<file path="src/shared/pwd_pkg.sv">
// Function
// - Enabled counter decrements every 164 ms to zero
// - Bit 7 of switch-mode enables watchdog
// - Expiry enters hardware mode, ports take fallback
// - Fallback zero gives shutdown, one gives auto
// - Fallback bits 3..0 serve ports 4..1
// - Expiry sets each port's hardware-control flag
// - Refused power-on sets that port's flag
// - Flags at 1Ch bits 3..0, clear on read
// - Hardware mode ignores every power-on request
// - Hardware mode refuses software mode changes
// - Takeover interrupt enable raises interrupt on flags
// - Reset loads flag register with 00h
// - Reset loads watchdog counter with 00h
// - Reset loads switch-mode register with 00h
// - Interrupt output only while global enable set
package pwd_pkg;

    // Register offsets
    localparam logic [7:0] HW_TAKEOVER_FLAGS_OFS = 8'h1c;
    localparam logic [7:0] WATCHDOG_COUNTER_OFS = 8'h1e;
    localparam logic [7:0] TAKEOVER_CONFIG_OFS = 8'h1f;

    // Reset values
    localparam logic [7:0] HW_TAKEOVER_FLAGS_RST = 8'h00;
    localparam logic [7:0] WATCHDOG_COUNTER_RST = 8'h00;
    localparam logic [7:0] TAKEOVER_CONFIG_RST = 8'h00;
    localparam logic [7:0] PORT_MODE_RST = 8'h00;

    // Switch-mode field positions
    localparam int WDOG_ENABLE_BIT = 7;
    localparam int TAKEOVER_IRQ_ENABLE_BIT = 6;
    localparam int FALLBACK_LSB = 0;
    // Bit 5 is reserved and reads zero; bit 4 is reserved but stored
    localparam logic [7:0] TAKEOVER_CONFIG_WMASK = 8'hdf;

    // Port count and operating-mode codes
    localparam int NUM_PORTS = 4;
    localparam logic [1:0] MODE_SHUTDOWN = 2'h0;
    localparam logic [1:0] MODE_AUTO = 2'h3;

    // Decrement interval
    localparam int CLK_FREQ_KHZ = 200000;
    localparam int WDOG_TICK_MS = 164;
    localparam int WDOG_TICK_CYCLES = WDOG_TICK_MS * CLK_FREQ_KHZ;

    // Watchdog state
    typedef enum logic [1:0] {
        PWD_SW_CTRL = 2'b00,
        PWD_TAKEOVER = 2'b01,
        PWD_HW_CTRL = 2'b10
    } pwd_state_type;

endpackage

</file>
<file path="src/hw/pwd_tick_gen.sv">
`timescale 1ns/1ps
// Gated prescaler giving one pulse per decrement interval
module pwd_tick_gen #(
    parameter int TICK_CYCLES = pwd_pkg::WDOG_TICK_CYCLES
) (
    // Clock and reset
    input wire logic sys_clk_i,
    input wire logic rst_n_i,
    input wire logic ce_i,
    // Control and pulse
    input wire logic run_i,
    output logic tick_o
);

    logic [31:0] cnt_q;
    logic [31:0] cnt_d;
    logic tick_d;

    // Restart from zero whenever stopped, so each run gets a full interval
    always_comb begin
        cnt_d = cnt_q;
        tick_d = 1'b0;
        if (!run_i) begin
            cnt_d = 32'h0;
        end else if (cnt_q == 32'(TICK_CYCLES - 1)) begin
            cnt_d = 32'h0;
            tick_d = 1'b1;
        end else begin
            cnt_d = cnt_q + 32'h1;
        end
    end

    // Registers
    always_ff @(posedge sys_clk_i) begin
        if (!rst_n_i) begin
            cnt_q <= 32'h0;
            tick_o <= 1'b0;
        end else if (ce_i) begin
            cnt_q <= cnt_d;
            tick_o <= tick_d;
        end
    end

endmodule

</file>
<file path="src/hw/pwd_watchdog.sv">
`timescale 1ns/1ps
// Software watchdog with hardware takeover of four ports
module pwd_watchdog #(
    parameter int TICK_CYCLES = pwd_pkg::WDOG_TICK_CYCLES
) (
    // Clock, reset and clock enable
    input wire logic sys_clk_i,
    input wire logic rst_n_i,
    input wire logic ce_i,
    // Register port behind the serial management interface
    input wire logic [7:0] reg_addr_i,
    input wire logic reg_wr_i,
    input wire logic [7:0] reg_wdata_i,
    input wire logic reg_rd_i,
    output logic [7:0] reg_rdata_o,
    output logic reg_rvalid_o,
    // Port operating-mode write requests, two bits per port
    input wire logic mode_wr_i,
    input wire logic [7:0] mode_wdata_i,
    output logic [7:0] port_mode_o,
    output logic mode_refused_o,
    // Power-on pushbutton requests, one bit per port
    input wire logic [3:0] pwr_on_req_i,
    output logic [3:0] pwr_on_o,
    // Global interrupt-output enable and interrupt
    input wire logic int_en_i,
    output logic irq_o,
    // Takeover status
    output logic hw_mode_o,
    output logic [7:0] wdog_count_o
);

    // Address decode shared by reads and writes
    function automatic logic hit(input logic [7:0] addr, input logic [7:0] ofs);
        hit = (addr == ofs);
    endfunction

    // Fallback bit to forced operating mode
    function automatic logic [1:0] fallback_port_mode(input logic fb);
        fallback_port_mode = fb ? pwd_pkg::MODE_AUTO : pwd_pkg::MODE_SHUTDOWN;
    endfunction

    // Register state
    logic [3:0] hw_control_flag_q;
    logic [3:0] hw_control_flag_d;
    logic [7:0] wdog_count_q;
    logic [7:0] wdog_count_d;
    logic [7:0] takeover_config_q;
    logic [7:0] takeover_config_d;

    // Control state
    pwd_pkg::pwd_state_type state_q;
    pwd_pkg::pwd_state_type state_d;
    logic [7:0] port_mode_d;
    logic mode_refused_d;
    logic [3:0] pwr_on_d;
    logic irq_d;
    logic [7:0] rdata_d;
    logic rvalid_d;

    // Decoded strobes and fields
    logic wr_flags_rd;
    logic wr_count;
    logic wr_config;
    logic wdog_enable;
    logic takeover_irq_enable;
    logic [3:0] fallback;
    logic tick;
    logic hw_ctrl;

    assign wr_flags_rd = reg_rd_i && hit(reg_addr_i, pwd_pkg::HW_TAKEOVER_FLAGS_OFS);
    assign wr_count = reg_wr_i && hit(reg_addr_i, pwd_pkg::WATCHDOG_COUNTER_OFS);
    assign wr_config = reg_wr_i && hit(reg_addr_i, pwd_pkg::TAKEOVER_CONFIG_OFS);
    assign wdog_enable = takeover_config_q[pwd_pkg::WDOG_ENABLE_BIT];
    assign takeover_irq_enable = takeover_config_q[pwd_pkg::TAKEOVER_IRQ_ENABLE_BIT];
    assign fallback = takeover_config_q[pwd_pkg::FALLBACK_LSB +: pwd_pkg::NUM_PORTS];
    assign hw_ctrl = (state_q != pwd_pkg::PWD_SW_CTRL);

    // Interval prescaler; idle while the watchdog is off
    pwd_tick_gen #(
        .TICK_CYCLES(TICK_CYCLES)
    ) u_tick (
        .sys_clk_i(sys_clk_i),
        .rst_n_i(rst_n_i),
        .ce_i(ce_i),
        .run_i(wdog_enable),
        .tick_o(tick)
    );

    // Switch-mode register; reserved bit 5 never stored
    always_comb begin
        takeover_config_d = takeover_config_q;
        if (wr_config) begin
            takeover_config_d = reg_wdata_i & pwd_pkg::TAKEOVER_CONFIG_WMASK;
        end
    end

    // Watchdog counter: write wins over tick, no wrap below zero
    always_comb begin
        wdog_count_d = wdog_count_q;
        if (wr_count) begin
            wdog_count_d = reg_wdata_i;
        end else if (wdog_enable && tick && wdog_count_q != 8'h00) begin
            wdog_count_d = wdog_count_q - 8'h01;
        end
    end

    // Takeover state machine
    // Expiry is latched by the state, so a counter sitting at zero
    // forces the ports once; leaving needs the watchdog switched off.
    always_comb begin
        state_d = state_q;
        case (state_q)
            pwd_pkg::PWD_SW_CTRL: begin
                if (wdog_enable && wdog_count_q == 8'h00) begin
                    state_d = pwd_pkg::PWD_TAKEOVER;
                end
            end
            pwd_pkg::PWD_TAKEOVER: begin
                state_d = wdog_enable ? pwd_pkg::PWD_HW_CTRL : pwd_pkg::PWD_SW_CTRL;
            end
            pwd_pkg::PWD_HW_CTRL: begin
                if (!wdog_enable) begin
                    state_d = pwd_pkg::PWD_SW_CTRL;
                end
            end
            default: begin
                state_d = pwd_pkg::PWD_SW_CTRL;
            end
        endcase
    end

    // Port operating modes: forced on takeover, locked while hardware rules
    always_comb begin
        port_mode_d = port_mode_o;
        mode_refused_d = 1'b0;
        if (state_q == pwd_pkg::PWD_TAKEOVER) begin
            // Hardware already rules here, so a write in this cycle is refused too
            mode_refused_d = mode_wr_i;
            for (int p = 0; p < pwd_pkg::NUM_PORTS; p++) begin
                port_mode_d[2*p +: 2] = fallback_port_mode(fallback[p]);
            end
        end else if (mode_wr_i) begin
            if (hw_ctrl) begin
                mode_refused_d = 1'b1;
            end else begin
                port_mode_d = mode_wdata_i;
            end
        end
    end

    // Power-on requests pass only under software control
    always_comb begin
        pwr_on_d = hw_ctrl ? 4'h0 : pwr_on_req_i;
    end

    // Flags: setting beats the clear-on-read in the same cycle
    always_comb begin
        hw_control_flag_d = wr_flags_rd ? 4'h0 : hw_control_flag_q;
        if (state_q == pwd_pkg::PWD_TAKEOVER) begin
            hw_control_flag_d = hw_control_flag_d | 4'hf;
        end
        if (hw_ctrl) begin
            hw_control_flag_d = hw_control_flag_d | pwr_on_req_i;
        end
    end

    // Interrupt follows the flags, gated by both enables
    always_comb begin
        irq_d = int_en_i && takeover_irq_enable && (hw_control_flag_d != 4'h0);
    end

    // Read data: one cycle after the read strobe; unmapped reads zero
    always_comb begin
        rdata_d = 8'h00;
        rvalid_d = reg_rd_i;
        if (reg_rd_i) begin
            if (hit(reg_addr_i, pwd_pkg::HW_TAKEOVER_FLAGS_OFS)) begin
                rdata_d = {4'h0, hw_control_flag_q};
            end else if (hit(reg_addr_i, pwd_pkg::WATCHDOG_COUNTER_OFS)) begin
                rdata_d = wdog_count_q;
            end else if (hit(reg_addr_i, pwd_pkg::TAKEOVER_CONFIG_OFS)) begin
                rdata_d = takeover_config_q;
            end else begin
                rdata_d = 8'h00;
            end
        end
    end

    // Register file and control state
    always_ff @(posedge sys_clk_i) begin
        if (!rst_n_i) begin
            hw_control_flag_q <= pwd_pkg::HW_TAKEOVER_FLAGS_RST[3:0];
            wdog_count_q <= pwd_pkg::WATCHDOG_COUNTER_RST;
            takeover_config_q <= pwd_pkg::TAKEOVER_CONFIG_RST;
            state_q <= pwd_pkg::PWD_SW_CTRL;
        end else if (ce_i) begin
            hw_control_flag_q <= hw_control_flag_d;
            wdog_count_q <= wdog_count_d;
            takeover_config_q <= takeover_config_d;
            state_q <= state_d;
        end
    end

    // Output registers
    always_ff @(posedge sys_clk_i) begin
        if (!rst_n_i) begin
            port_mode_o <= pwd_pkg::PORT_MODE_RST;
            mode_refused_o <= 1'b0;
            pwr_on_o <= 4'h0;
            irq_o <= 1'b0;
            reg_rdata_o <= 8'h00;
            reg_rvalid_o <= 1'b0;
            hw_mode_o <= 1'b0;
            wdog_count_o <= pwd_pkg::WATCHDOG_COUNTER_RST;
        end else if (ce_i) begin
            port_mode_o <= port_mode_d;
            mode_refused_o <= mode_refused_d;
            pwr_on_o <= pwr_on_d;
            irq_o <= irq_d;
            reg_rdata_o <= rdata_d;
            reg_rvalid_o <= rvalid_d;
            hw_mode_o <= (state_d != pwd_pkg::PWD_SW_CTRL);
            wdog_count_o <= wdog_count_d;
        end
    end

endmodule

</file>
<file path="config.mk">
export PLATFORM = sky130hd
export DESIGN_NAME = pwd_watchdog
export DESIGN_NICKNAME = d
export VERILOG_FILES = /design/src/shared/pwd_pkg.sv /design/src/hw/pwd_tick_gen.sv /design/src/hw/pwd_watchdog.sv
export SDC_FILE = /design/constraint.sdc
export NUM_CORES = 1
export LEC_CHECK = 0
export BUFFER_PORTS_ARGS = -buffer_cell sky130_fd_sc_hd__buf_2
export CORE_ASPECT_RATIO = 0.75
export CORE_MARGIN = 1
export CORE_UTILIZATION = 25
export DETAILED_ROUTE_END_ITERATION = 6
export GPL_TIMING_DRIVEN = 0
export HOLD_SLACK_MARGIN = 0.06
export PLACE_DENSITY = 0.45
export SYNTH_ARGS = -nofsm -noshare
export SYNTH_HDL_FRONTEND = slang
export SYNTH_SLANG_ARGS = --single-unit
</file>
<file path="constraint.sdc">
create_clock -name sys_clk_i -period 4.1 [get_ports sys_clk_i]
set_clock_uncertainty 0.2 [all_clocks]
set_input_delay 0.82 -clock sys_clk_i [delete_from_list [all_inputs] [get_ports sys_clk_i]]
set_output_delay 0.82 -clock sys_clk_i [all_outputs]
set_load 0.02 [all_outputs]
</file>
### Word-level counts from Yosys, hierarchy flattened

Cells that the tools add are included.
W data, S select, Z words.

| operators by class | value |
|---|---|
| mux-type cells | 28 |
| equal/unequal tests | 7 |
| reduce and logical (&&, ||, !) cells | 19 |
| bitwise gates (word level) | 1 |
| add/sub/neg operators | 2 |

Operators with widths:

| kind | count |
|---|---|
| $mux W8 | 9 |
| $mux W32 | 2 |
| $add A32 B1 Y32 const B | 1 |
| $eq A32 B25 Y1 const B | 1 |
| $eq A8 B5 Y1 const B | 3 |
| $mux W4 | 4 |
| $mux W2 | 7 |
| $logic_and A1 B1 Y1 | 8 |
| $logic_not A8 Y1 | 1 |
| $reduce_bool A2 Y1 | 4 |
| $reduce_bool A8 Y1 | 1 |
| $sub A8 B1 Y8 const B | 1 |
| $pmux W2 S3 | 1 |
| $mux W1 | 5 |
| $or A4 B4 Y4 | 1 |
| $reduce_and A2 Y1 | 2 |
| $reduce_bool A4 Y1 | 1 |
| $reduce_and A3 Y1 | 1 |
| $eq A2 B1 Y1 const B | 1 |
| $eq A2 B2 Y1 const B | 1 |
| $logic_not A2 Y1 | 1 |
| $ne A2 B1 Y1 const B | 1 |

| storage, ports and cells | value |
|---|---|
| register bits after elaboration | 78 |
| output and inout bits | 32 |
| input port bits | 35 |
| word-level logic and storage cells | 70 |

### Logic depth before layout (Yosys ltp)

| logic depth | value |
|---|---|
| depth in word-level cells | 8 |
| depth in mapped cells | 7 |
| depth with buffers taken out | 7 |

### Modules after synthesis

From an unflattened synthesis, not the netlist that was laid out.

| second synthesis, totals | value |
|---|---|
| cells, all modules | 503 |
| area, all modules | 4,177.8 um2 |

By module, submodules not included:

| module | seq. area each (um2) | instances | cells an instance | area each (um2) |
|---|---|---|---|---|
| pwd_watchdog | 900.9 | 1 | 278 | 2,383.5 |
| pwd_tick_gen | 660.6 | 1 | 225 | 1,794.2 |

### Least setup slack after synthesis

OpenSTA, ideal clock, no wires.

| timing path | value |
|---|---|
| path type | input port to flip-flop |
| from | in reg_addr_i[5] |
| to | reg takeover_config_q[0] |
| required time | 3,784 ps |
| data arrival time | 2,306 ps |
| buffers on the path | 1 |
| stages | 5 |
| setup slack | 1,478 ps |
| library setup time | 116 ps |
| cell sequence | or4b_1 -> buf_6 -> nor4_4 -> mux2i_1 -> nor2b_1 |

| between the ends | value |
|---|---|
| longest elaborated chain between the ends | 3 |

Ends and longest elaborated chain:

| item | RTL line | source |
|---|---|---|
| start, declared | pwd_watchdog.sv:11 | `input wire logic [7:0] reg_addr_i,` |
| $eq A8 B5 Y1 | pwd_watchdog.sv:35 | `hit = (addr == ofs);` |
| $logic_and A1 B1 Y1 | pwd_watchdog.sv:73 | `assign wr_config = reg_wr_i && hit(reg_addr_i, pwd_pkg::TAKEOVER_CONFIG_OFS);` |
| $reduce_and A2 Y1 (no line) | n/a |  |
| end signal, assigned | pwd_watchdog.sv:195 | `takeover_config_q <= pwd_pkg::TAKEOVER_CONFIG_RST;` |
| end signal, assigned | pwd_watchdog.sv:200 | `takeover_config_q <= takeover_config_d;` |
| end, declared | pwd_watchdog.sv:48 | `logic [7:0] takeover_config_q;` |

Every way passes these cells.
A chain may end at the register's enable or synchronous reset.

### Final worst setup path

| timing path | value |
|---|---|
| from | in reg_addr_i[5] |
| to | reg wdog_count_o[6] |

| between the ends | value |
|---|---|
| longest elaborated chain between the ends | 4 |
| elaborated cells between the ends (all ways) | 5 |
| classes of those cells | 1 x eq/ne; 1 x mux; 3 x reduce/logical |

Ends and longest elaborated chain:

| item | RTL line | source |
|---|---|---|
| $eq A8 B5 Y1 * | pwd_watchdog.sv:35 |  |
| $logic_and A1 B1 Y1 * | pwd_watchdog.sv:72 | `assign wr_count = reg_wr_i && hit(reg_addr_i, pwd_pkg::WATCHDOG_COUNTER_OFS);` |
| $reduce_bool A2 Y1 (no line) | n/a |  |
| $reduce_and A2 Y1 (no line) | n/a |  |
| end signal, assigned | pwd_watchdog.sv:215 | `wdog_count_o <= pwd_pkg::WATCHDOG_COUNTER_RST;` |
| end signal, assigned | pwd_watchdog.sv:224 | `wdog_count_o <= wdog_count_d;` |
| end, declared | pwd_watchdog.sv:30 | `output logic [7:0] wdog_count_o` |

Every way passes the cells marked *; elsewhere a longest branch is shown, timed or not.

==> flow_metrics.tcl <==
set metrics [dict create \
    status "finished, final reports clean" \
    post_cts_buffers 0 \
    synth_edf_count 0 \
    finalHoldViolations 0 \
    nets 573 \
    drive_gt1_frac 0.172 \
    hold_buffers 0 \
    cts_buffer_depth 2 \
    ir_worst_vdd_uv 203 \
    critPathLaunch "reg_addr_i[5]" \
    post-route-period-util 0.645 \
    drtIter0Drc 241 \
    row_count 38 \
    power_density_mw_per_mm2 361 \
    postSynth.asyncResetShare 0 \
    setup_viol 0 \
    hold_start "hw_mode_o" \
    slew_headroom 0.355 \
    synth-seq-area-share 0.411 \
    rsz0062_at_grt "no" \
    track_usage 0.154 \
    syn-num-nets 497 \
    die_h_um 109 \
    cts_sinks 78 \
    drt_wl_total_um 11600 \
    multi_input_area_sq_mm 0.00209 \
    leakage_nw 1.73 \
    synth_top_area_share 0.411 \
    htree_levels 3 \
    cts_tree "done" \
    clock.fmax_mhz 378 \
    wl_per_cell_um 15.6 \
    grt_overflow 0 \
    crit_path_start_kind "input port" \
    io_buffers 65 \
    synthDistinctLibCells 50 \
    drc 0 \
    synth_top_area_cell "dfxtp_1" \
    cts_buffers 9 \
    io_pins 67 \
    ys_top_cells_by_count "dfxtp_1 (78), nor2_1 (45), nand2_1 (40)" \
    crit_required_ps 4100 \
    die_w_um 144 \
    critPathMaxFanout 10 \
    synthCells 459 \
    synth_area_leaders "dfxtp_1 (41%), nor2_1 (4.4%), nand2_1 (3.9%), nor2b_1 (3.5%), xor2_1 (3.2%)" \
    seq_area_sq_mm 0.00156 \
    setup_tns_ps 0 \
    synthFlopType "dfxtp_1" \
    clk_pin_slew_ps 60 \
    cts_resized 0 \
    vias 3606 \
    fill_cells 1617 \
    clk_latency_ps 330 \
    hold_class "reg -> reg" \
    design.die.area_sq_mm 0.0157 \
    syn_area_sq_mm 0.00380 \
    via_per_inst 4.87 \
    synth.avg_cell_area_sq_um 8.28 \
    grt_pass1_wl_um 18400 \
    r2r-start "wdog_count_o[0]" \
    drt_first_pass_iters 5 \
    antenna_found_initial 0 \
    yosys_warnings 0 \
    slew_violations 0 \
    cp.arrival_ps 2650 \
    yosysMostFrequentCell "dfxtp_1" \
    timing_worst_setup_path_type "in -> reg" \
    synth_seq_cells 78 \
    antenna_left 0 \
    clockRootBuffer "clkbuf_16" \
    core_sq_mm 0.0146 \
    min_period_ps 2650 \
    routabilityCongestion 0.807 \
    start_util 0.260 \
    num_antenna_cells 0 \
    fin_util 0.320 \
    cp-end-kind "register" \
    drv_cap 0 \
    worst_slew_pin_slew_ps 959 \
    areaGrowthSynthToFinish_pct 23.1 \
    grt_pass1_vias 3379 \
    grt_max_degree 13 \
    dp_hpwl_um 8740 \
]
area by class of cell:
| cell class | instances | share of cell area |
|---|---|---|
| Sequential cell | 78 | 0.334 |
| Buffer | 24 | 0.0230 |
| Timing Repair Buffer | 65 | 0.0695 |
| Clock inverter | 3 | 0.00909 |
| Multi-Input combinational cell | 346 | 0.447 |
| Inverter | 11 | 0.00882 |
| Clock buffer | 13 | 0.0556 |
| Tap cell | 200 | 0.0535 |
state kept, by name, indices dropped and copies added, names as in the netlist, 2 cells and up:
| register | flops |
|---|---|
| hw_control_flag_q | 4 |
| port_mode_o | 8 |
| pwr_on_o | 4 |
| reg_rdata_o | 8 |
| state_q | 2 |
| takeover_config_q | 7 |
| u_tick.cnt_q | 32 |
| wdog_count_o | 8 |
stage by stage:
stage	instances	hold WS, ps	setup WS (ps)	instance area [sq um]	total power, mW
after global routing	740	308	1250	4680	1.75
after floorplan	459	252	1480	3800	0.839
after CTS	740	287	1430	4680	1.71
final	740	281	1450	4680	1.69
after detailed placement	724	276	1090	4380	0.889
after global placement	724	270	1070	4380	0.887
kinds of logic after synthesis:
kind of cell	after synthesis	synth area share
xor gates and xnor gates	27	0.0622
DFF	78	0.411
and+or+nand+nor	217	0.305
adders and majority gates	3	0.00987
muxes	8	0.0214
AOI/OAI and AO/OA	91	0.151
buffers and inverters	35	0.0392
layer usage:
| metal | vias to the layer above | track usage | part of all wire |
|---|---|---|---|
| li1 | 1780 | - | - |
| met1 | 1734 | 0.242 | 0.54 |
| met2 | 84 | 0.211 | 0.40 |
| met3 | 8 | 0.0325 | 0.051 |
| met4 | 0 | 0.0293 | 0.0082 |
| met5 | - | 0 | 0 |
placed cells by master, fill, tap and decap left out, types with 3 or more instances in the layout:
| master | netlist | routed |
|---|---|---|
| or3_1 | 6 | 6 |
| nand4_1 | 18 | 18 |
| o311ai_0 | 3 | 3 |
| mux2i_1 | 7 | 7 |
| a22oi_1 | 5 | 5 |
| nor2_1 | 45 | 45 |
| nor3b_1 | 4 | 4 |
| and3_1 | 9 | 9 |
| a21oi_1 | 24 | 24 |
| clkbuf_16 | 0 | 9 |
| o211ai_1 | 5 | 5 |
| nand2_1 | 40 | 40 |
| ha_1 | 3 | 3 |
| nand2b_1 | 12 | 12 |
| clkbuf_1 | 16 | 18 |
| a21boi_0 | 15 | 15 |
| o21ai_0 | 23 | 23 |
| buf_2 | 5 | 70 |
| o22ai_1 | 3 | 3 |
| nand3b_1 | 4 | 4 |
| nor2b_1 | 21 | 21 |
| nor4_1 | 11 | 11 |
| xor2_1 | 14 | 14 |
| xnor2_1 | 13 | 13 |
| nand3_1 | 23 | 23 |
| dfxtp_1 | 78 | 78 |
| inv_1 | 11 | 11 |
| nor3_1 | 11 | 11 |
final timing paths:
check | end | slack [ps] | cells after the start
worst min-delay path | hw_mode_o | 280 | 2
worst max register to register | wdog_count_o[7] | 1660 | 6
worst min register to register | hw_mode_o | 280 | 2
worst max-delay path | wdog_count_o[6] | 1450 | 7
report_power, final:
| group | leakage [nW] | switching [mW] | total, mW | internal (mW) |
|---|---|---|---|---|
| combinational | 0.957 | 0.0658 | 0.102 | 0.0362 |
| clock | 0.146 | 0.313 | 0.818 | 0.505 |
| sequential | 0.630 | 0.00374 | 0.770 | 0.766 |
worst max-delay path: stages:
cell,delay (ps)
buf_2,90
or4b_1,530
buf_6,160
nor3_4,430
a21oi_1,290
o311ai_0,190
o21ai_0,130
(Power assumes the default switching activity.)
